--- src/verilog/hvm_pkg.sv ---
/*
  Shared constants, field positions, commands and carriers for the
  high-voltage status, monitor and wake pin block.
  Assumes a single 125 MHz clock domain.
*/
package hvm_pkg;

  // Clock rate and timing
  localparam int CLK_MHZ        = 125;
  localparam int LATENCY_US     = 10;
  localparam int LATENCY_CYCLES = LATENCY_US * CLK_MHZ;
  localparam int TIMEOUT_MS     = 1300;
  localparam int TIMEOUT_CYCLES = TIMEOUT_MS * 1000 * CLK_MHZ;
  localparam int SHORT_US       = 400;
  localparam int SHORT_CYCLES   = SHORT_US * CLK_MHZ;
  localparam int LAT_W          = 11;
  localparam int TMR_W          = 28;

  // Change-of-state status fields
  localparam int ST_PSM        = 5;
  localparam int ST_WAKE_EDGE  = 4;
  localparam int ST_THERMAL    = 3;
  localparam int ST_LIN_SHORT  = 2;
  localparam int ST_WAKE_SHORT = 0;

  // Live monitor fields
  localparam int MON_WAKE_PIN   = 7;
  localparam int MON_THERMAL    = 6;
  localparam int MON_BUFFER     = 4;
  localparam int MON_LVF        = 3;
  localparam int MON_LIN_SHORT  = 2;
  localparam int MON_WAKE_SHORT = 0;

  // Configuration and command register fields
  localparam int CFG0_THERM_KEEP  = 7;
  localparam int CFG0_WAKE_ASSERT = 4;
  localparam int CFG0_PSM_EN      = 3;
  localparam int CFG0_LVF_EN      = 2;
  localparam int CFG1_INPUT_MODE  = 4;
  localparam int CFG1_REENABLE    = 3;
  localparam int CFG1_LIN_PASSIVE = 2;
  localparam int CFG1_TIMEOUT_OFF = 1;
  localparam int CMD_BUSY         = 0;

  // Reset values
  localparam logic [7:0] STATUS_RESET = 8'h00;
  localparam logic [7:0] MON_RESET    = 8'h00;
  localparam logic [7:0] CFG0_RESET   = 8'h00;
  localparam logic [7:0] CFG1_RESET   = 8'h00;
  localparam logic [7:0] DATA_RESET   = 8'h00;
  localparam logic [7:0] CMD_RESET    = 8'h00;

  // Command codes written to the command register
  localparam logic [7:0] CMD_RD_STATUS = 8'h02;
  localparam logic [7:0] CMD_RD_MON    = 8'h04;
  localparam logic [7:0] CMD_WR_CFG0   = 8'h06;
  localparam logic [7:0] CMD_WR_CFG1   = 8'h08;

  typedef enum logic [2:0] {
    OP_NONE,
    OP_RD_STATUS,
    OP_RD_MON,
    OP_WR_CFG0,
    OP_WR_CFG1,
    OP_COPY
  } hvm_op_type;

  // Processor side writes
  typedef struct packed {
    logic       cmd_wr;
    logic [7:0] cmd_wdata;
    logic       data_wr;
    logic [7:0] data_wdata;
  } hvm_bus_type;

  // Comparator and sensor levels from the high-voltage die
  typedef struct packed {
    logic wake_overcurrent;
    logic lin_short;
    logic thermal;
    logic supply_low;
    logic dvdd_low;
    logic adc_buffer_on;
  } hvm_analog_type;

  function automatic hvm_op_type hvm_decode(input logic [7:0] code);
    case (code)
      CMD_RD_STATUS: hvm_decode = OP_RD_STATUS;
      CMD_RD_MON:    hvm_decode = OP_RD_MON;
      CMD_WR_CFG0:   hvm_decode = OP_WR_CFG0;
      CMD_WR_CFG1:   hvm_decode = OP_WR_CFG1;
      default:       hvm_decode = OP_NONE;
    endcase
  endfunction : hvm_decode

endpackage : hvm_pkg

--- src/verilog/hvm_sync_edge.sv ---
/*
  Two-flop synchroniser with an edge detector behind it.
  Assumes the input may change at any time relative to clk.
*/
`timescale 1ns/1ps
module hvm_sync_edge (
  // Clock and reset
  input  wire logic clk,
  input  wire logic rst,
  // Asynchronous level in
  input  wire logic async_in,
  // Synchronised level and one-cycle edge pulse
  output logic      level,
  output logic      edge_pulse
);

  logic meta;
  logic sync;
  logic prev;

  // Only the second flop reads the first
  always_ff @(posedge clk or posedge rst) begin
    if (rst) begin
      meta <= 1'b0;
      sync <= 1'b0;
      prev <= 1'b0;
    end else begin
      meta <= async_in;
      sync <= meta;
      prev <= sync;
    end
  end

  assign level      = sync;
  assign edge_pulse = sync ^ prev;

endmodule : hvm_sync_edge

--- src/verilog/hvm_hold_timer.sv ---
/*
  Counts cycles while run stays high; expired is high once run has
  held for LIMIT cycles. Dropping run restarts the count.
  Assumes LIMIT fits in the counter width of the package.
*/
`timescale 1ns/1ps
module hvm_hold_timer #(
  parameter int unsigned LIMIT = 1
) (
  // Clock and reset
  input  wire logic clk,
  input  wire logic rst,
  // Control
  input  wire logic run,
  // Result
  output logic      expired
);

  logic [hvm_pkg::TMR_W-1:0] cnt;
  logic [hvm_pkg::TMR_W-1:0] next_cnt;

  localparam logic [hvm_pkg::TMR_W-1:0] LIM = hvm_pkg::TMR_W'(LIMIT);

  always_comb begin
    next_cnt = '0;
    if (run) begin
      next_cnt = (cnt == LIM) ? cnt : cnt + 1'b1;
    end
  end

  always_ff @(posedge clk or posedge rst) begin
    if (rst) begin
      cnt <= '0;
    end else begin
      cnt <= next_cnt;
    end
  end

  assign expired = run && (cnt == LIM);

endmodule : hvm_hold_timer

--- src/verilog/hvm_status_monitor.sv ---
/*
  High-voltage status and monitor registers behind an indirect
  command/data pair, plus control of the wake pin driver.
  Assumes analog comparator levels are synchronous to clk, except the
  wake pin level, which is synchronised here.
*/
`timescale 1ns/1ps
module hvm_status_monitor #(
  parameter int unsigned TIMEOUT_LIMIT = hvm_pkg::TIMEOUT_CYCLES,
  parameter int unsigned SHORT_LIMIT   = hvm_pkg::SHORT_CYCLES
) (
  // Clock and reset
  input  wire logic                   clk,
  input  wire logic                   rst,
  // Processor side
  input  wire hvm_pkg::hvm_bus_type   bus,
  input  wire logic                   irq_enable,
  output logic [7:0]                  hv_command_reg,
  output logic [7:0]                  hv_read_data_reg,
  output logic                        high_voltage_irq,
  // High-voltage side
  input  wire hvm_pkg::hvm_analog_type analog,
  input  wire logic                   wake_pin_in,
  output logic                        wake_pin_out,
  output logic                        wake_pin_oe_n,
  output logic                        lin_driver_off
);

  typedef enum logic {S_IDLE, S_BUSY} hvm_state_type;

  // Engine state
  hvm_state_type           st;
  hvm_state_type           next_st;
  hvm_pkg::hvm_op_type     op;
  hvm_pkg::hvm_op_type     next_op;
  logic [hvm_pkg::LAT_W-1:0] lat_cnt;
  logic [hvm_pkg::LAT_W-1:0] next_lat_cnt;
  logic [7:0]              hv_config_reg_0;
  logic [7:0]              next_cfg0;
  logic [7:0]              hv_config_reg_1;
  logic [7:0]              next_cfg1;
  logic [7:0]              next_data;
  logic [7:0]              next_cmd;
  logic                    copy_pend;
  logic                    next_copy_pend;
  logic                    apply;
  logic                    clr_status;
  logic                    reenable;

  // Flag state
  logic [7:0] hv_change_status;
  logic [7:0] next_status;
  logic [7:0] hv_live_monitor;
  logic [7:0] next_mon;
  logic       therm_d;
  logic       lin_d;
  logic       psm_d;
  logic       lvf_en_d;
  logic       wake_dis;
  logic       next_wake_dis;
  logic       next_lin_off;
  logic       irq_pend;
  logic       next_irq_pend;
  logic       next_irq;
  logic       next_wake_out;

  // Events
  logic wake_lvl;
  logic wake_edge;
  logic timeout_hit;
  logic short_hit;
  logic psm_now;
  logic ev_psm;
  logic ev_edge;
  logic ev_therm;
  logic ev_lin;
  logic ev_short;
  logic any_ev;

  // Wake pin crossing into the clock domain
  hvm_sync_edge u_wake_sync (
    .clk        (clk),
    .rst        (rst),
    .async_in   (wake_pin_in),
    .level      (wake_lvl),
    .edge_pulse (wake_edge)
  );

  // Monoflop on the asserted driver
  hvm_hold_timer #(.LIMIT(TIMEOUT_LIMIT)) u_timeout (
    .clk     (clk),
    .rst     (rst),
    .run     (wake_pin_out &&
              !hv_config_reg_1[hvm_pkg::CFG1_TIMEOUT_OFF]),
    .expired (timeout_hit)
  );

  // Overcurrent must persist before it counts as a short
  hvm_hold_timer #(.LIMIT(SHORT_LIMIT)) u_short (
    .clk     (clk),
    .rst     (rst),
    .run     (wake_pin_out && analog.wake_overcurrent),
    .expired (short_hit)
  );

  always_comb begin
    psm_now  = analog.supply_low &&
               hv_config_reg_0[hvm_pkg::CFG0_PSM_EN];
    ev_psm   = psm_now && !psm_d;
    ev_edge  = wake_edge &&
               hv_config_reg_1[hvm_pkg::CFG1_INPUT_MODE];
    ev_therm = analog.thermal && !therm_d;
    ev_lin   = analog.lin_short && !lin_d;
    ev_short = short_hit &&
               !hv_live_monitor[hvm_pkg::MON_WAKE_SHORT];
    any_ev   = ev_psm || ev_edge || ev_therm ||
               ev_lin || ev_short;
  end

  // Indirect interface engine; every command or copy costs the serial latency, data writes load at once only in idle and when no command or copy starts
  always_comb begin
    next_st        = st;
    next_op        = op;
    next_lat_cnt   = lat_cnt;
    next_cfg0      = hv_config_reg_0;
    next_cfg1      = hv_config_reg_1;
    next_data      = hv_read_data_reg;
    next_copy_pend = copy_pend;
    apply          = 1'b0;
    clr_status     = 1'b0;
    reenable       = 1'b0;
    if (timeout_hit) begin
      next_cfg0[hvm_pkg::CFG0_WAKE_ASSERT] = 1'b0;
    end
    case (st)
      S_IDLE: begin
        if (copy_pend || any_ev) begin
          next_st        = S_BUSY;
          next_op        = hvm_pkg::OP_COPY;
          next_lat_cnt   = '0;
          next_copy_pend = 1'b0;
        end else if (bus.cmd_wr) begin
          next_st      = S_BUSY;
          next_op      = hvm_pkg::hvm_decode(bus.cmd_wdata);
          next_lat_cnt = '0;
        end else if (bus.data_wr) begin
          next_data = bus.data_wdata;
        end
      end
      S_BUSY: begin
        if (any_ev) begin
          next_copy_pend = 1'b1;
        end
        if (lat_cnt == hvm_pkg::LAT_W'(hvm_pkg::LATENCY_CYCLES - 1)) begin
          next_st = S_IDLE;
          apply   = 1'b1;
        end else begin
          next_lat_cnt = lat_cnt + 1'b1;
        end
      end
      default: begin
        next_st = S_IDLE;
      end
    endcase
    if (apply) begin
      case (op)
        hvm_pkg::OP_RD_STATUS, hvm_pkg::OP_COPY: begin
          next_data  = hv_change_status;
          clr_status = 1'b1;
        end
        hvm_pkg::OP_RD_MON: begin
          next_data = hv_live_monitor;
        end
        hvm_pkg::OP_WR_CFG0: begin
          next_cfg0 = hv_read_data_reg;
        end
        hvm_pkg::OP_WR_CFG1: begin
          next_cfg1 = hv_read_data_reg;
          next_cfg1[hvm_pkg::CFG1_REENABLE] = 1'b0;
          reenable  = hv_read_data_reg[hvm_pkg::CFG1_REENABLE];
        end
        default: begin
          next_data = hv_read_data_reg;
        end
      endcase
    end
    next_cmd = hvm_pkg::CMD_RESET;
    next_cmd[hvm_pkg::CMD_BUSY] = (next_st == S_BUSY);
  end

  always_ff @(posedge clk or posedge rst) begin
    if (rst) begin
      st               <= S_IDLE;
      op               <= hvm_pkg::OP_NONE;
      lat_cnt          <= '0;
      hv_config_reg_0  <= hvm_pkg::CFG0_RESET;
      hv_config_reg_1  <= hvm_pkg::CFG1_RESET;
      hv_read_data_reg <= hvm_pkg::DATA_RESET;
      hv_command_reg   <= hvm_pkg::CMD_RESET;
      copy_pend        <= 1'b0;
    end else begin
      st               <= next_st;
      op               <= next_op;
      lat_cnt          <= next_lat_cnt;
      hv_config_reg_0  <= next_cfg0;
      hv_config_reg_1  <= next_cfg1;
      hv_read_data_reg <= next_data;
      hv_command_reg   <= next_cmd;
      copy_pend        <= next_copy_pend;
    end
  end

  // Flags, faults and pin drive; a set wins over a clear, except on the LVF flag, where low supply or disable wins
  always_comb begin
    next_status = hvm_pkg::STATUS_RESET;
    next_status[hvm_pkg::ST_PSM] = psm_now;
    next_status[hvm_pkg::ST_WAKE_EDGE] = ev_edge ||
      (hv_change_status[hvm_pkg::ST_WAKE_EDGE] && !clr_status);
    next_status[hvm_pkg::ST_THERMAL] = ev_therm ||
      (hv_change_status[hvm_pkg::ST_THERMAL] && !clr_status);
    next_status[hvm_pkg::ST_LIN_SHORT] = ev_lin ||
      (hv_change_status[hvm_pkg::ST_LIN_SHORT] && !clr_status);
    next_status[hvm_pkg::ST_WAKE_SHORT] = ev_short ||
      (hv_change_status[hvm_pkg::ST_WAKE_SHORT] && !clr_status);

    next_mon = hvm_pkg::MON_RESET;
    next_mon[hvm_pkg::MON_WAKE_PIN] = wake_lvl &&
      hv_config_reg_1[hvm_pkg::CFG1_INPUT_MODE];
    next_mon[hvm_pkg::MON_THERMAL] = ev_therm ||
      (hv_live_monitor[hvm_pkg::MON_THERMAL] && !reenable);
    next_mon[hvm_pkg::MON_BUFFER] = analog.adc_buffer_on;
    // Flag arms to one on enable; only low supply or disable drops it
    if (!hv_config_reg_0[hvm_pkg::CFG0_LVF_EN] || analog.dvdd_low) begin
      next_mon[hvm_pkg::MON_LVF] = 1'b0;
    end else if (!lvf_en_d) begin
      next_mon[hvm_pkg::MON_LVF] = 1'b1;
    end else begin
      next_mon[hvm_pkg::MON_LVF] = hv_live_monitor[hvm_pkg::MON_LVF];
    end
    next_mon[hvm_pkg::MON_LIN_SHORT] = ev_lin ||
      (hv_live_monitor[hvm_pkg::MON_LIN_SHORT] && !reenable);
    next_mon[hvm_pkg::MON_WAKE_SHORT] = ev_short ||
      (hv_live_monitor[hvm_pkg::MON_WAKE_SHORT] && !reenable);

    next_wake_dis = ev_short ||
      (ev_therm && !hv_config_reg_0[hvm_pkg::CFG0_THERM_KEEP]) ||
      (wake_dis && !reenable);
    next_lin_off = (ev_lin &&
      !hv_config_reg_1[hvm_pkg::CFG1_LIN_PASSIVE]) ||
      (lin_driver_off && !reenable);
    // Config register changes after the serial latency, or at once when the timeout clears the wake assert bit
    next_wake_out = next_cfg0[hvm_pkg::CFG0_WAKE_ASSERT] &&
                    !next_wake_dis;
    next_irq_pend = any_ev ||
      (irq_pend && !clr_status && !reenable);
    next_irq = next_irq_pend && irq_enable;
  end

  always_ff @(posedge clk or posedge rst) begin
    if (rst) begin
      hv_change_status <= hvm_pkg::STATUS_RESET;
      hv_live_monitor  <= hvm_pkg::MON_RESET;
      therm_d          <= 1'b0;
      lin_d            <= 1'b0;
      psm_d            <= 1'b0;
      lvf_en_d         <= 1'b0;
      wake_dis         <= 1'b0;
      lin_driver_off   <= 1'b0;
      irq_pend         <= 1'b0;
      high_voltage_irq <= 1'b0;
      wake_pin_out     <= 1'b0;
      wake_pin_oe_n    <= 1'b1;
    end else begin
      hv_change_status <= next_status;
      hv_live_monitor  <= next_mon;
      therm_d          <= analog.thermal;
      lin_d            <= analog.lin_short;
      psm_d            <= psm_now;
      lvf_en_d         <= hv_config_reg_0[hvm_pkg::CFG0_LVF_EN];
      wake_dis         <= next_wake_dis;
      lin_driver_off   <= next_lin_off;
      irq_pend         <= next_irq_pend;
      high_voltage_irq <= next_irq;
      wake_pin_out     <= next_wake_out;
      wake_pin_oe_n    <= !next_wake_out;
    end
  end

endmodule : hvm_status_monitor

--- config.mk ---
export PLATFORM = sky130hd
export DESIGN_NAME = hvm_status_monitor
export DESIGN_NICKNAME = d
export VERILOG_FILES = /design/src/verilog/hvm_pkg.sv /design/src/verilog/hvm_sync_edge.sv /design/src/verilog/hvm_hold_timer.sv /design/src/verilog/hvm_status_monitor.sv
export SDC_FILE = /design/constraint.sdc
export NUM_CORES = 1
export LEC_CHECK = 0
export ABC_AREA = 1
export BUFFER_PORTS_ARGS = -buffer_cell sky130_fd_sc_hd__clkbuf_2
export CELL_PAD_IN_SITES_DETAIL_PLACEMENT = 2
export CELL_PAD_IN_SITES_GLOBAL_PLACEMENT = 2
export CORE_UTILIZATION = 38
export CTS_CLUSTER_DIAMETER = 200
export CTS_CLUSTER_SIZE = 14
export DETAILED_ROUTE_END_ITERATION = 16
export PLACE_DENSITY_LB_ADDON = 0.1
export SLEW_MARGIN = 0
export SYNTH_ARGS = -nofsm -noshare
export SYNTH_HDL_FRONTEND = slang
export SYNTH_HIERARCHICAL = 1
export SYNTH_SLANG_ARGS = --single-unit
--- constraint.sdc ---
create_clock -name clk -period 5.95 [get_ports clk]
set_input_delay 1.19 -clock clk [delete_from_list [all_inputs] [get_ports clk]]
set_output_delay 1.19 -clock clk [all_outputs]
set_load 0.01 [all_outputs]
-- Word-level counts from Yosys, hierarchy flattened
Index checks and enable logic that the tools add are counted.
- $add $sub $neg: 3
- multiply operators: 0
- div/mod/pow operators: 0
- order comparisons: 0
- eq/ne operators: 20
- shift-type cells: 0
- multiplexer cells: 35
- bitwise gates (word level): 2
- reduce and logical (&&, ||, !) cells: 63
- operator list (kind ; count):
    28-bit two-way mux ; 4
    28-bit by 1-bit adder with 28-bit output (second input constant) ; 2
    8-bit two-way mux ; 5
    11-bit two-way mux ; 3
    28-bit by 16-bit == test with 1-bit output (second input constant) ; 1
    28-bit == test (second input constant) ; 1
    1-bit logical AND ; 26
    8-bit case mux with 3 select lines ; 1
    11-bit case mux with 2 select lines ; 1
    1-bit logical OR ; 17
    8-bit by 3-bit == test with 1-bit output (second input constant) ; 2
    1-bit two-way mux ; 14
    1-bit zero test ; 12
    3-bit case mux with 4 select lines ; 1
    11-bit by 1-bit adder with 11-bit output (second input constant) ; 1
    11-bit == test (second input constant) ; 1
    5-bit two-way mux ; 2
    2-bit AND reduction ; 5
    8-bit by 2-bit == test with 1-bit output (second input constant) ; 1
    8-bit by 4-bit == test with 1-bit output (second input constant) ; 1
    2-bit != test (second input constant) ; 4
    3-bit by 2-bit == test with 1-bit output (second input constant) ; 2
    3-bit == test (second input constant) ; 2
    3-bit two-way mux ; 2
    other kinds (9) ; 12
- register bits after elaboration: 116
- latch bits: 0
- memory bits (writable): 0
- memory bits (read-only): 0
- bits of input ports: 28
- output and inout port bits: 20
- word-level logic and storage cells: 149
- memories kept: 0

-- Longest topological paths before layout
Gate-level depths: netlist (run 1).
- depth after elaboration: 11
- gate-level depth with buffers: 15
- mapped depth without buffers: 15

-- Cells and area by module
The synthesis (run 1) kept the hierarchy.
- by module, submodules not included (module ; instances ; cells an instance ; area each (um2) ; sequential area each (um2)):
    hvm_status_monitor ; 1 ; 324 ; 2752.6 ; 1277.5
    hvm_hold_timer (u_short) ; 1 ; 299 ; 1928.1 ; 700.7
    hvm_hold_timer (u_timeout) ; 1 ; 305 ; 1891.8 ; 700.7
    hvm_sync_edge ; 1 ; 9 ; 97.6 ; 75.1

-- Worst setup path before layout (run 1)
No wires, ideal clock.
- path kind: input -> register
- from: input port analog[5] (netlist name)
- to: register hv_read_data_reg[6]
- library setup time: 123 ps
- arrival time: 2617 ps
- required time: 5827 ps
- setup slack: 3211 ps
- cell stages on the path: 12
- buffers on the path: 1
- cells stage by stage: nand2_1 inv_1 clkinv_1 nor3_1 nand2_4 nand2_1 nor2_1 nand4_1 buf_2 inv_1 a31oi_1 nand2_1
- cells in the longest elaborated chain, start to end: 9
- ends and longest elaborated chain (what ; RTL line ; source):
    start, declared ; hvm_status_monitor.sv:22 ; input wire hvm_pkg::hvm_analog_type analog,
    1-bit logical AND (*) ; hvm_status_monitor.sv:102 ; .run (wake_pin_out && analog.wake_overcurrent),
    1-bit logical AND (*) ; hvm_hold_timer.sv:39 ; assign expired = run && (cnt == LIM);
    named net short_hit ; hvm_status_monitor.sv:71 ; logic short_hit;
    1-bit logical AND (*) ; hvm_status_monitor.sv:114 ; ev_short = short_hit &&
    1-bit logical OR (*) ; hvm_status_monitor.sv:117 ; ev_lin || ev_short;
    1-bit logical OR (*) ; hvm_status_monitor.sv:137 ; if (copy_pend || any_ev) begin
    8-bit two-way mux (*) ; hvm_status_monitor.sv:137 ;
    8-bit two-way mux (*) ; hvm_status_monitor.sv:135 ; case (st)
    8-bit case mux with 3 select lines ; hvm_status_monitor.sv:166 ; case (op)
    8-bit two-way mux (*) ; hvm_status_monitor.sv:165 ; if (apply) begin
    end signal, assigned ; hvm_status_monitor.sv:198 ; hv_read_data_reg <= hvm_pkg::DATA_RESET;
    end signal, assigned ; hvm_status_monitor.sv:207 ; hv_read_data_reg <= next_data;
    end, declared ; hvm_status_monitor.sv:19 ; output logic [7:0] hv_read_data_reg,
Mark *: on every way through the listed nets, which the timed path passes. The rest lies on a longest branch.
A chain may end at the register's enable or synchronous reset.

-- Final worst setup path (run 1)
Same ends and word-level chain as after synthesis.

==> run summary, run 1 <==
WL per Instance -> 17.22 um
Max-Cap Viols -> 0
Ys Warns -> 6
Final clock skew -> 0.01229 ns
Vias in the first global route -> 6836
Top_reg_cell synth -> dfrtp_1
Synth area leaders -> dfrtp_1 (41%), nand2_1 (14%), nor2_1 (10%)
Critical path required time -> 6.20 ns
Max Fanout on Critical Path -> 22
# DRC -> 0
Antenna viol nets, final -> 0
Initial DRC Count -> 166
WL met3 -> 428 um
Layout cells sized above 1 -> 13.34%
Hpwl dp -> 15.82 mm
Synth unique cells -> 45
Clock share of power -> 43.5%
Die height -> 134.5 um
Final Net Count -> 1011
Worst Tran Pin Value -> 0.7416 ns
Vias per std cell -> 5.108
Die area -> 0.01809 mm^2
Clk_lat worst skew -> 0.36 ns
Core Region -> 0.01724 mm^2
CP Capture Type -> flip-flop
Clk sinks -> 110
Internal power -> 1053 uW
Period utilization -> 60.70%
Mapped Area -> 0.006670 mm^2
CTS tree -> yes
Finished Core Util -> 42.52%
Met2 WL -> 10.61 mm
Share of the synthesized area in the top cell type -> 40.89%
Buffers on Ports -> 40
Outcome -> finished clean
CP Launch Type -> primary input
Post-synth EDFFs -> 0
Final Wtd Congestion -> 0.8066
Die Width -> 134.5 um
Flop pwr share -> 53.8%
R2r worst-path depth -> 11
Largest net degree at the start of global routing -> 52
Routed wire length -> 20.78 mm
Seq/Total Area, Yosys -> 41.29%
Psw -> 342.7 uW
Ys async rst share -> 100.0%
TNS Setup -> 0 ns
Rows -> 48
DR vias -> 6165
CTS Root Cell -> clkbuf_16
Post-CTS Setup Inserts -> 0
Endpoints failing setup -> 0
Initial core utilization -> 38.70%
Fillers -> 2077
Worst-path clk slew -> 0.08 ns
Syn Area/Cell -> 7.119 um^2
Top layer in use -> met4
Drt first pass iters -> 4
Synth area leader -> dfrtp_1
Max_slew headroom -> 50.51%
Final min period -> 3.612 ns
Io pins -> 48
Final Max Tran Viols -> 0
Met1 Wirelength -> 9.532 mm
Leak Pwr -> 0.003388 uW
GRT Residual Overflow -> 0
Post-cts resize count -> 0
Regs by FF count -> u_short/cnt x28, u_timeout/cnt x28, lat_cnt x11
Sw Ratio -> 24.56%
Antenna Cells -> 0
Power density over the cells -> 190.4 mW/mm^2
H-Tree Level Count -> 3
RSZ-0062 raised after global routing -> no
Hold-fix buffers, CTS -> 0
GRT Total Usage -> 24.61%
Synth Register Bits -> 110
Max frequency -> 276.9 MHz
Arr. time, crit path -> 3.87 ns
Hold Vio Cnt, Final -> 0
Worst hold slack -> 0.3742 ns
Hold path depth -> 0
Max Root-Sink Buffers -> 2
CTS buffer count -> 9
Worst Setup Path Type -> in2reg
Antenna violations before repair -> 0
HP Class -> reg2reg
Most frequent cell after synthesis -> nand2_1
Worst VDD drop -> 0.1316 mV
Post-synthesis instance total -> 937
Global-route wire length before repair -> 34.89 mm
Synth top cells by count -> nand2_1 (245), nor2_1 (178), inv_1 (117)
Combinational cell fraction of total power -> 2.7%
Synth-to-Final Area Change -> 9.886%
==> worst paths after layout <==
path,startpoint,to,slack (ns)
worst max register to register,wake_pin_out$_DFF_PP0_,hv_read_data_reg[6]$_DFFE_PP0P_,2.84
worst min register to register,u_wake_sync/meta$_DFF_PP0_,u_wake_sync/level$_DFF_PP0_,0.37
min in group asynchronous,rst,u_wake_sync/meta$_DFF_PP0_,0.72
max in group asynchronous,rst,lat_cnt[7]$_DFFE_PP0P_,4.45
worst max-delay path,analog[5],hv_read_data_reg[6]$_DFFE_PP0P_,2.34
worst min-delay path,u_wake_sync/meta$_DFF_PP0_,u_wake_sync/level$_DFF_PP0_,0.37
==> logic make-up after synthesis <==
| kind of cell | count (synthesis) | synth area share [%] |
|---|---|---|
| compound gates | 82 | 7.335 |
| flops | 110 | 41.29 |
| simple gates | 572 | 38.87 |
| buf+inv | 155 | 9.886 |
| fa+ha+maj | 6 | 1.125 |
| other cells | 1 | 0.05622 |
| xor+xnor | 11 | 1.444 |
==> cells in the final DEF (no fill, tap or decap), types with 14 or more instances in the layout <==
cell      Yosys  layout
nand2_1     245     245
nor2_1      178     178
inv_1       117     116
dfrtp_1     109     109
nand3_1      75      75
clkbuf_2      0      40
a21oi_1      36      36
o21ai_0      23      23
inv_2        14      15
nor3_1       14      14
==> power groups by stage <==
stage / Sequential (uW) / Clock [uW] / Combinational, uW
finish: 751 / 607 / 38.1
global placement: 765 / 0 / 38.2
global route: 751 / 646 / 43.9
floorplan: 765 / 0 / 22.4
CTS: 751 / 625 / 39.8
detailed placement: 766 / 0 / 39.4
==> cell type report <==
| type | instances | area, um^2 | share of cell area, % |
|---|---|---|---|
| flip-flops and latches | 110 | 2754 | 37.57 |
| clock inverters | 6 | 52.55 | 0.7170 |
| well taps | 225 | 281.5 | 3.841 |
| inverters | 134 | 503.0 | 6.862 |
| repair buffers | 44 | 230.2 | 3.141 |
| clock buffers | 10 | 229.0 | 3.124 |
| multi-input cells | 678 | 3279 | 44.74 |
==> worst max-delay path: stages <==
cell and delay, ns:
clkbuf_2 0.07, nand2_1 0.04, inv_1 0.54, clkinv_1 0.51, nor3_1 0.44, nand2_4 0.11
nand2_1 0.14, nor2_1 0.10, nand4_1 0.35, inv_1 0.13, a31oi_1 0.16, nand2_1 0.07
==> metrics by stage <==
stage / std cells / power (uW) / instance area, um^2 / worst slack (ns)
final: 1207 / 1395 / 7330 / 2.338
after global routing: 1207 / 1440 / 7330 / 2.090
after CTS: 1207 / 1416 / 7330 / 2.313
after detailed placement: 1191 / 805.1 / 7048 / 1.981
after global placement: 1191 / 803.7 / 7048 / 2.056
after floorplan: 943 / 787.5 / 6693 / 3.211
==> metal layers <==
metal	global-route usage, %	vias to the layer above
li1	-	2992
met1	30.42	3081
met2	45.11	72
met3	4.092	20
met4	4.619	0
met5	0	-
No activity file was read; power rests on OpenSTA's default activity.
==> run 2: changes to the inputs <==
--- a/config.mk
+++ b/config.mk
@@ -9,7 +9,7 @@
 export BUFFER_PORTS_ARGS = -buffer_cell sky130_fd_sc_hd__clkbuf_2
 export CELL_PAD_IN_SITES_DETAIL_PLACEMENT = 2
 export CELL_PAD_IN_SITES_GLOBAL_PLACEMENT = 2
-export CORE_UTILIZATION = 38
+export CORE_UTILIZATION = 32
 export CTS_CLUSTER_DIAMETER = 200
 export CTS_CLUSTER_SIZE = 14
 export DETAILED_ROUTE_END_ITERATION = 16
==> constraint.sdc (replaced) <==
create_clock -name clk -period 3.1 [get_ports clk]
set_input_delay 0.62 -clock clk [delete_from_list [all_inputs] [get_ports clk]]
set_output_delay 0.62 -clock clk [all_outputs]
set_load 0.01 [all_outputs]
==> run 2 against run 1 <==
Power rose by 94%. Largest power group unchanged. Combinational power is 96% higher. Setup slack worse by 1.7 ns. Global-route usage is 4.0 points lower. Critical endpoint is now hv_read_data_reg[7]$_DFFE_PP0P_. Via count fell by 1.6%. Highest routed layer unchanged. Clock skew fell by 0.00072 ns.
==> run summary, run 2 (same netlist as run 1, synthesis figures left out) <==
Outcome -> finished clean
Critical path required time -> 3.35 ns
Crit-path most repeated cell -> nand2_1
Worst-path clk slew -> 0.09 ns
H-Tree Level Count -> 3
Largest net degree at the start of global routing -> 52
Hold Vio Cnt, Final -> 0
CTS Root Cell -> clkbuf_16
Vias in the first global route -> 6700
RSZ-0062 raised after global routing -> no
Worst Tran Pin Value -> 0.5534 ns
Most frequent cells in the layout -> nand2_1 (245), nor2_1 (178), inv_1 (116)
Die Width -> 146.4 um
Worst VDD drop -> 0.2268 mV
R2r worst-path depth -> 13
Power density over the cells -> 364.7 mW/mm^2
Reg-to-Reg End -> hv_read_data_reg[7]$_DFFE_PP0P_
Clk sinks -> 110
Drt first pass iters -> 4
Antenna Cells -> 0
Antenna violations before repair -> 0
Max Fanout on Critical Path -> 11
Endpoints failing setup -> 0
Die area -> 0.02143 mm^2
Clk_lat worst skew -> 0.36 ns
GRT Residual Overflow -> 0
Arr. time, crit path -> 2.68 ns
Post-CTS Setup Inserts -> 0
CTS tree -> yes
GRT Total Usage -> 20.62%
Max-Cap Viols -> 0
CTS buffer count -> 9
CP Capture Type -> flip-flop
CP max stage cell -> dfrtp_1
Buffers on Ports -> 40
Global-route wire length before repair -> 34.76 mm
Worst hold slack -> 0.1428 ns
Final min period -> 2.433 ns
Hold-fix buffers, CTS -> 0
Hpwl dp -> 15.80 mm
TNS Setup -> 0 ns
Final clock skew -> 0.01157 ns
CP Launch Type -> flip-flop
Core Region -> 0.02036 mm^2
Worst Setup Path Type -> reg2reg
Routed wire length -> 20.49 mm
Die height -> 146.4 um
Period utilization -> 78.47%
Post-cts resize count -> 0
Vias per std cell -> 4.839
Synth-to-Final Area Change -> 11.29%
Worst r2r src -> u_short/cnt[0]$_DFFE_PP0P_
Critical Path Max Stage Delay -> 0.44 ns
Final Max Tran Viols -> 0
WL per Instance -> 16.34 um
Layout cells sized above 1 -> 13.62%
HP Class -> in2async
Setup slack after layout -> 0.6674 ns
Commonest non-fill, non-tap cell in the layout -> nand2_1
Rows -> 52
DR vias -> 6068
# DRC -> 0
DP Worst Slack -> 0.6178 ns
Max_slew headroom -> 63.11%
Final Wtd Congestion -> 0.7406
Crit-path cells -> inv_1 > ha_1 > nand2_1 > nor2_1 > nand3_1 > nor3_1 > nand2_4 > nand2_1 > nor2_1 > nand4_1 > inv_1 > a31oi_1 > nand2_1
Initial DRC Count -> 173
Max Root-Sink Buffers -> 2
Max frequency -> 411.1 MHz
Leak Pwr -> 0.003407 uW
Io pins -> 48
Final Net Count -> 1013
Antenna viol nets, final -> 0
Initial core utilization -> 32.75%
Reg2Reg Setup Slack -> 0.67 ns
Regs by FF count -> u_short/cnt x28, u_timeout/cnt x28, lat_cnt x11
[run 2: cell count changes in the layout (fill, tap and decap cells not counted), sizes merged]
cell / change
clkbuf: -1
clkinv: +1
buf: +2
[run 2: area by class of cell]
| cell class | instances | area (um^2) |
|---|---|---|
| Timing Repair Buffer | 46 | 257.7 |
| Clock buffer | 9 | 225.2 |
| Fill cell | 2504 | 12940 |
| Clock inverter | 7 | 66.31 |
| Multi-Input combinational cell | 678 | 3279 |
| Tap cell | 270 | 337.8 |
| Sequential cell | 110 | 2754 |
| Inverter | 134 | 503.0 |
[run 2: worst max path at each step]
stage                                     from                              end  slack, ns  cells past startpoint
detailed placement  u_short/cnt[0]$_DFFE_PP0P_  hv_read_data_reg[6]$_DFFE_PP0P_       0.62                     13
floorplan                            analog[5]  hv_read_data_reg[6]$_DFFE_PP0P_       0.93                     12
global placement    u_short/cnt[0]$_DFFE_PP0P_  hv_read_data_reg[6]$_DFFE_PP0P_       0.71                     13
finish              u_short/cnt[0]$_DFFE_PP0P_  hv_read_data_reg[7]$_DFFE_PP0P_       0.67                     13
global route        u_short/cnt[0]$_DFFE_PP0P_  hv_read_data_reg[6]$_DFFE_PP0P_       0.36                     13
CTS                 u_short/cnt[0]$_DFFE_PP0P_  hv_read_data_reg[7]$_DFFE_PP0P_       0.61                     13
[run 2: power breakdown]
group / total (uW) / switching (uW) / internal (uW) / leakage (uW)
logic: 74.6 / 52.7 / 21.9 / 0.00187
registers: 1440 / 1.96 / 1440 / 0.00140
clock network: 1190 / 626 / 566 / 0.000141
[run 2: through the flow]
stage	power, uW	cells	cell area [um^2]	utilization, %
floorplan	1512	943	6693	-
global placement	1546	1238	7132	35.02
CTS	2775	1254	7423	36.45
finish	2707	1254	7423	36.45
global route	2820	1254	7423	36.45
detailed placement	1547	1238	7132	35.02
[run 2: per-layer routing]
metal,wire length (um),track usage [%]
met5,0,0
met4,216,4.583
met3,413,2.969
met2,10310,36.62
met1,9550,26.38
[run 2: worst max-delay path, delay by kind of cell (launching register included)]
| kind | cells | cell delay [ns] |
|---|---|---|
| buffers and inverters | 2 | 0.21 |
| AND/OR/NAND/NOR | 9 | 1.35 |
| flip-flops | 1 | 0.44 |
| AO/OA/AOI/OAI | 1 | 0.15 |
| adder cells (fa/ha/maj) | 1 | 0.17 |
==> run 3: changes to the inputs <==
--- a/config.mk
+++ b/config.mk
@@ -5,11 +5,11 @@
 export SDC_FILE = /design/constraint.sdc
 export NUM_CORES = 1
 export LEC_CHECK = 0
-export ABC_AREA = 1
+export ABC_AREA = 0
 export BUFFER_PORTS_ARGS = -buffer_cell sky130_fd_sc_hd__clkbuf_2
 export CELL_PAD_IN_SITES_DETAIL_PLACEMENT = 2
 export CELL_PAD_IN_SITES_GLOBAL_PLACEMENT = 2
-export CORE_UTILIZATION = 32
+export CORE_UTILIZATION = 35
 export CTS_CLUSTER_DIAMETER = 200
 export CTS_CLUSTER_SIZE = 14
 export DETAILED_ROUTE_END_ITERATION = 16
==> constraint.sdc (replaced) <==
create_clock -name clk -period 2 [get_ports clk]
set_input_delay 0.4 -clock clk [delete_from_list [all_inputs] [get_ports clk]]
set_output_delay 0.4 -clock clk [all_outputs]
set_load 0.01 [all_outputs]
==> run 3 against run 2 <==
The run now ends with setup timing left. Clock power grew 62%. Synthesized cell count shrank 38%. Critical path depth down 4. Worst hold slack worse by 0.0015 ns. Area after synthesis down 15%. Cell area fell by 0.42%. Fmax grew 10%. Register-to-register slack worse by 0.87 ns.
==> run summary, run 3 <==
Outcome -> complete, but fails checks
Failing checks -> setup timing
Largest net degree at the start of global routing -> 29
GRT Total Usage -> 21.95%
CTS Root Cell -> clkbuf_16
Synth area leaders -> dfrtp_1 (48%), a21oi_1 (4.2%), nand2_1 (3.2%)
Final Net Count -> 743
Endpoints failing setup -> 35
Cell total after placement -> 888
Arr. time, crit path -> 2.45 ns
RSZ-0062 raised after global routing -> yes
Non-filler cells, final -> 930
Reg-to-Reg End -> lat_cnt[8]$_DFFE_PP0P_
Reg2Reg Setup Slack -> -0.20 ns
CP Capture Type -> flip-flop
Synth area leader -> dfrtp_1
Mapped Area -> 0.005638 mm^2
Antenna viol nets, final -> 0
Max Root-Sink Buffers -> 2
Global-route wire length before repair -> 28.10 mm
Post-synthesis instance total -> 580
Hpwl dp -> 11.72 mm
Core Region -> 0.01583 mm^2
DR vias -> 4961
TNS Setup -> -3.430 ns
Max frequency -> 454.1 MHz
Final clock skew -> 0.008834 ns
Clk_lat worst skew -> 0.36 ns
Final Max Tran Viols -> 0
Worst Tran Pin Value -> 0.6052 ns
Buffers on Ports -> 40
Initial DRC Count -> 128
Routed wire length -> 17.21 mm
Synth-to-Final Area Change -> 31.11%
Met2 WL -> 9.294 mm
Io pins -> 48
Die height -> 128.9 um
Synth unique cells -> 73
CTS buffer count -> 9
Drt first pass iters -> 4
Max_slew headroom -> 59.23%
Power density over the cells -> 578.5 mW/mm^2
Seq/Total Area, Yosys -> 48.85%
Ys Warns -> 6
HP Class -> in2reg
# DRC -> 0
Final min period -> 2.202 ns
WL per Instance -> 18.50 um
Hold path depth -> 1
CTS tree -> yes
Leak Pwr -> 0.003064 uW
Finished Core Util -> 46.70%
Final Wtd Congestion -> 0.7579
Most frequent cells in the layout -> dfrtp_1 (107), buf_4 (84), nand2_1 (46)
Regs by FF count -> u_short/cnt x28, u_timeout/cnt x28, lat_cnt x11
Antenna Cells -> 0
Commonest non-fill, non-tap cell in the layout -> dfrtp_1
Vias in the first global route -> 5448
Initial core utilization -> 35.62%
Syn Area/Cell -> 9.721 um^2
Critical hold path startpoint -> analog[0]
Endpoint with the worst hold slack -> hv_live_monitor[4]$_DFF_PP0_
GRT Residual Overflow -> 0
Antenna violations before repair -> 0
Ys async rst share -> 100.0%
Rows -> 46
R2r worst-path depth -> 9
Share of the synthesized area in the top cell type -> 48.38%
Worst r2r src -> u_short/cnt[3]$_DFFE_PP0P_
Vias per std cell -> 5.334
H-Tree Level Count -> 3
WL met3 -> 376 um
Synth Register Bits -> 110
Met1 Wirelength -> 7.202 mm
Die Width -> 128.9 um
Layout cells sized above 1 -> 32.91%
Max-Cap Viols -> 0
Hold Vio Cnt, Final -> 0
Worst Setup Path Type -> reg2reg
Top_reg_cell synth -> dfrtp_1
Worst VDD drop -> 0.3678 mV
Clk sinks -> 110
Post-synth EDFFs -> 0
Die area -> 0.01662 mm^2
Critical path required time -> 2.25 ns
Period utilization -> 110.1%
CP Launch Type -> flip-flop
Most frequent cell after synthesis -> dfrtp_1
Top layer in use -> met4
Critical path launch point -> u_short/cnt[3]$_DFFE_PP0P_
Synth top cells by count -> dfrtp_1 (109), nand2_1 (48), a21oi_1 (47)
Worst-path clk slew -> 0.08 ns
Setup slack after layout -> -0.2024 ns
Max Fanout on Critical Path -> 6
==> run 3: cell types whose count changed in the layout (fill, tap and decap cells not counted), moves of 14 or more <==
cell,delta
nand3_1,-56
nor2_1,-142
buf_4,+79
inv_2,-14
inv_1,-84
nand2_1,-199
==> run 3: timing repair <==
action / in CTS / in global routing
hold buffers: 1 / 0
pin swaps: 10 / 18
setup endpoints to repair: 39 / 56
buffers inserted: 14 / 15
gates resized for setup: 16 / 65
hold endpoints to repair: 3 / 0
==> run 3: how the worst max path moves through the flow <==
| stage | end | slack [ns] | cells after the start |
|---|---|---|---|
| 2_1_floorplan | u_timeout/cnt[18]$_DFFE_PP0P_ | 0.01 | 6 |
| 3_3_place_gp | lat_cnt[8]$_DFFE_PP0P_ | -0.26 | 9 |
| 3_5_place_dp | lat_cnt[8]$_DFFE_PP0P_ | -0.47 | 9 |
| 4_1_cts | lat_cnt[8]$_DFFE_PP0P_ | -0.25 | 9 |
| 5_1_grt | lat_cnt[8]$_DFFE_PP0P_ | -0.36 | 9 |
| 6_report | lat_cnt[8]$_DFFE_PP0P_ | -0.20 | 9 |
==> run 3: kinds of logic (layout without fill, tap and decap cells) <==
family                     after synthesis  in the layout  share of synthesized area [%]
DFF                                    110            110                          48.85
AOI/OAI and AO/OA                      123            123                          13.85
xor gates and xnor gates                26             26                          4.039
other                                    1              7                        0.06651
muxes                                    8              8                          1.531
and+or+nand+nor                        244            244                          25.06
adders and majority gates                6              6                          1.332
buffers and inverters                   62            190                          5.282
==> run 3: report_power, final <==
part	switching, uW	leakage, uW	total, uW	internal, uW
combinational	80.2	0.00150	116	35.4
sequential	2.54	0.00141	2230	2230
clock	925	0.000151	1930	1000
==> run 3: worst max-delay path, stage by stage, from the launching register on <==
cell and delay [ns]:
dfrtp_1 0.41, nor4_2 0.30, nand4_1 0.22, nor3_2 0.27
nor2b_4 0.22, nor3_4 0.06, a31oi_2 0.16, buf_6 0.15
nor2_1 0.05, mux2_4 0.25
==> run 3: final cells by class <==
| class | count | area, um^2 |
|---|---|---|
| clock inverters | 7 | 91.34 |
| well taps | 216 | 270.3 |
| repair buffers | 139 | 1025 |
| multi-input cells | 414 | 2893 |
| fillers | 1688 | 8436 |
| clock buffers | 9 | 225.2 |
| inverters | 35 | 131.4 |
| flip-flops and latches | 110 | 2756 |
==> run 3: routing by layer <==
metal / GRT usage (%) / vias to the layer above
met5: 0 / -
met4: 7.612 / 0
met3: 3.576 / 23
met2: 40.32 / 61
met1: 25.81 / 2556
li1: - / 2321
==> run 3: metrics by stage <==
step	hold WS (ns)	setup WS [ns]	instance area (um^2)	total power, uW
after CTS	0.1286	-0.2478	7059	4337
after global routing	0.1341	-0.3594	7392	4425
final	0.1413	-0.2024	7392	4276
after global placement	0.3347	-0.2579	6553	2387
after floorplan	0.1536	0.01009	5680	2337
after detailed placement	0.3370	-0.4729	6553	2392
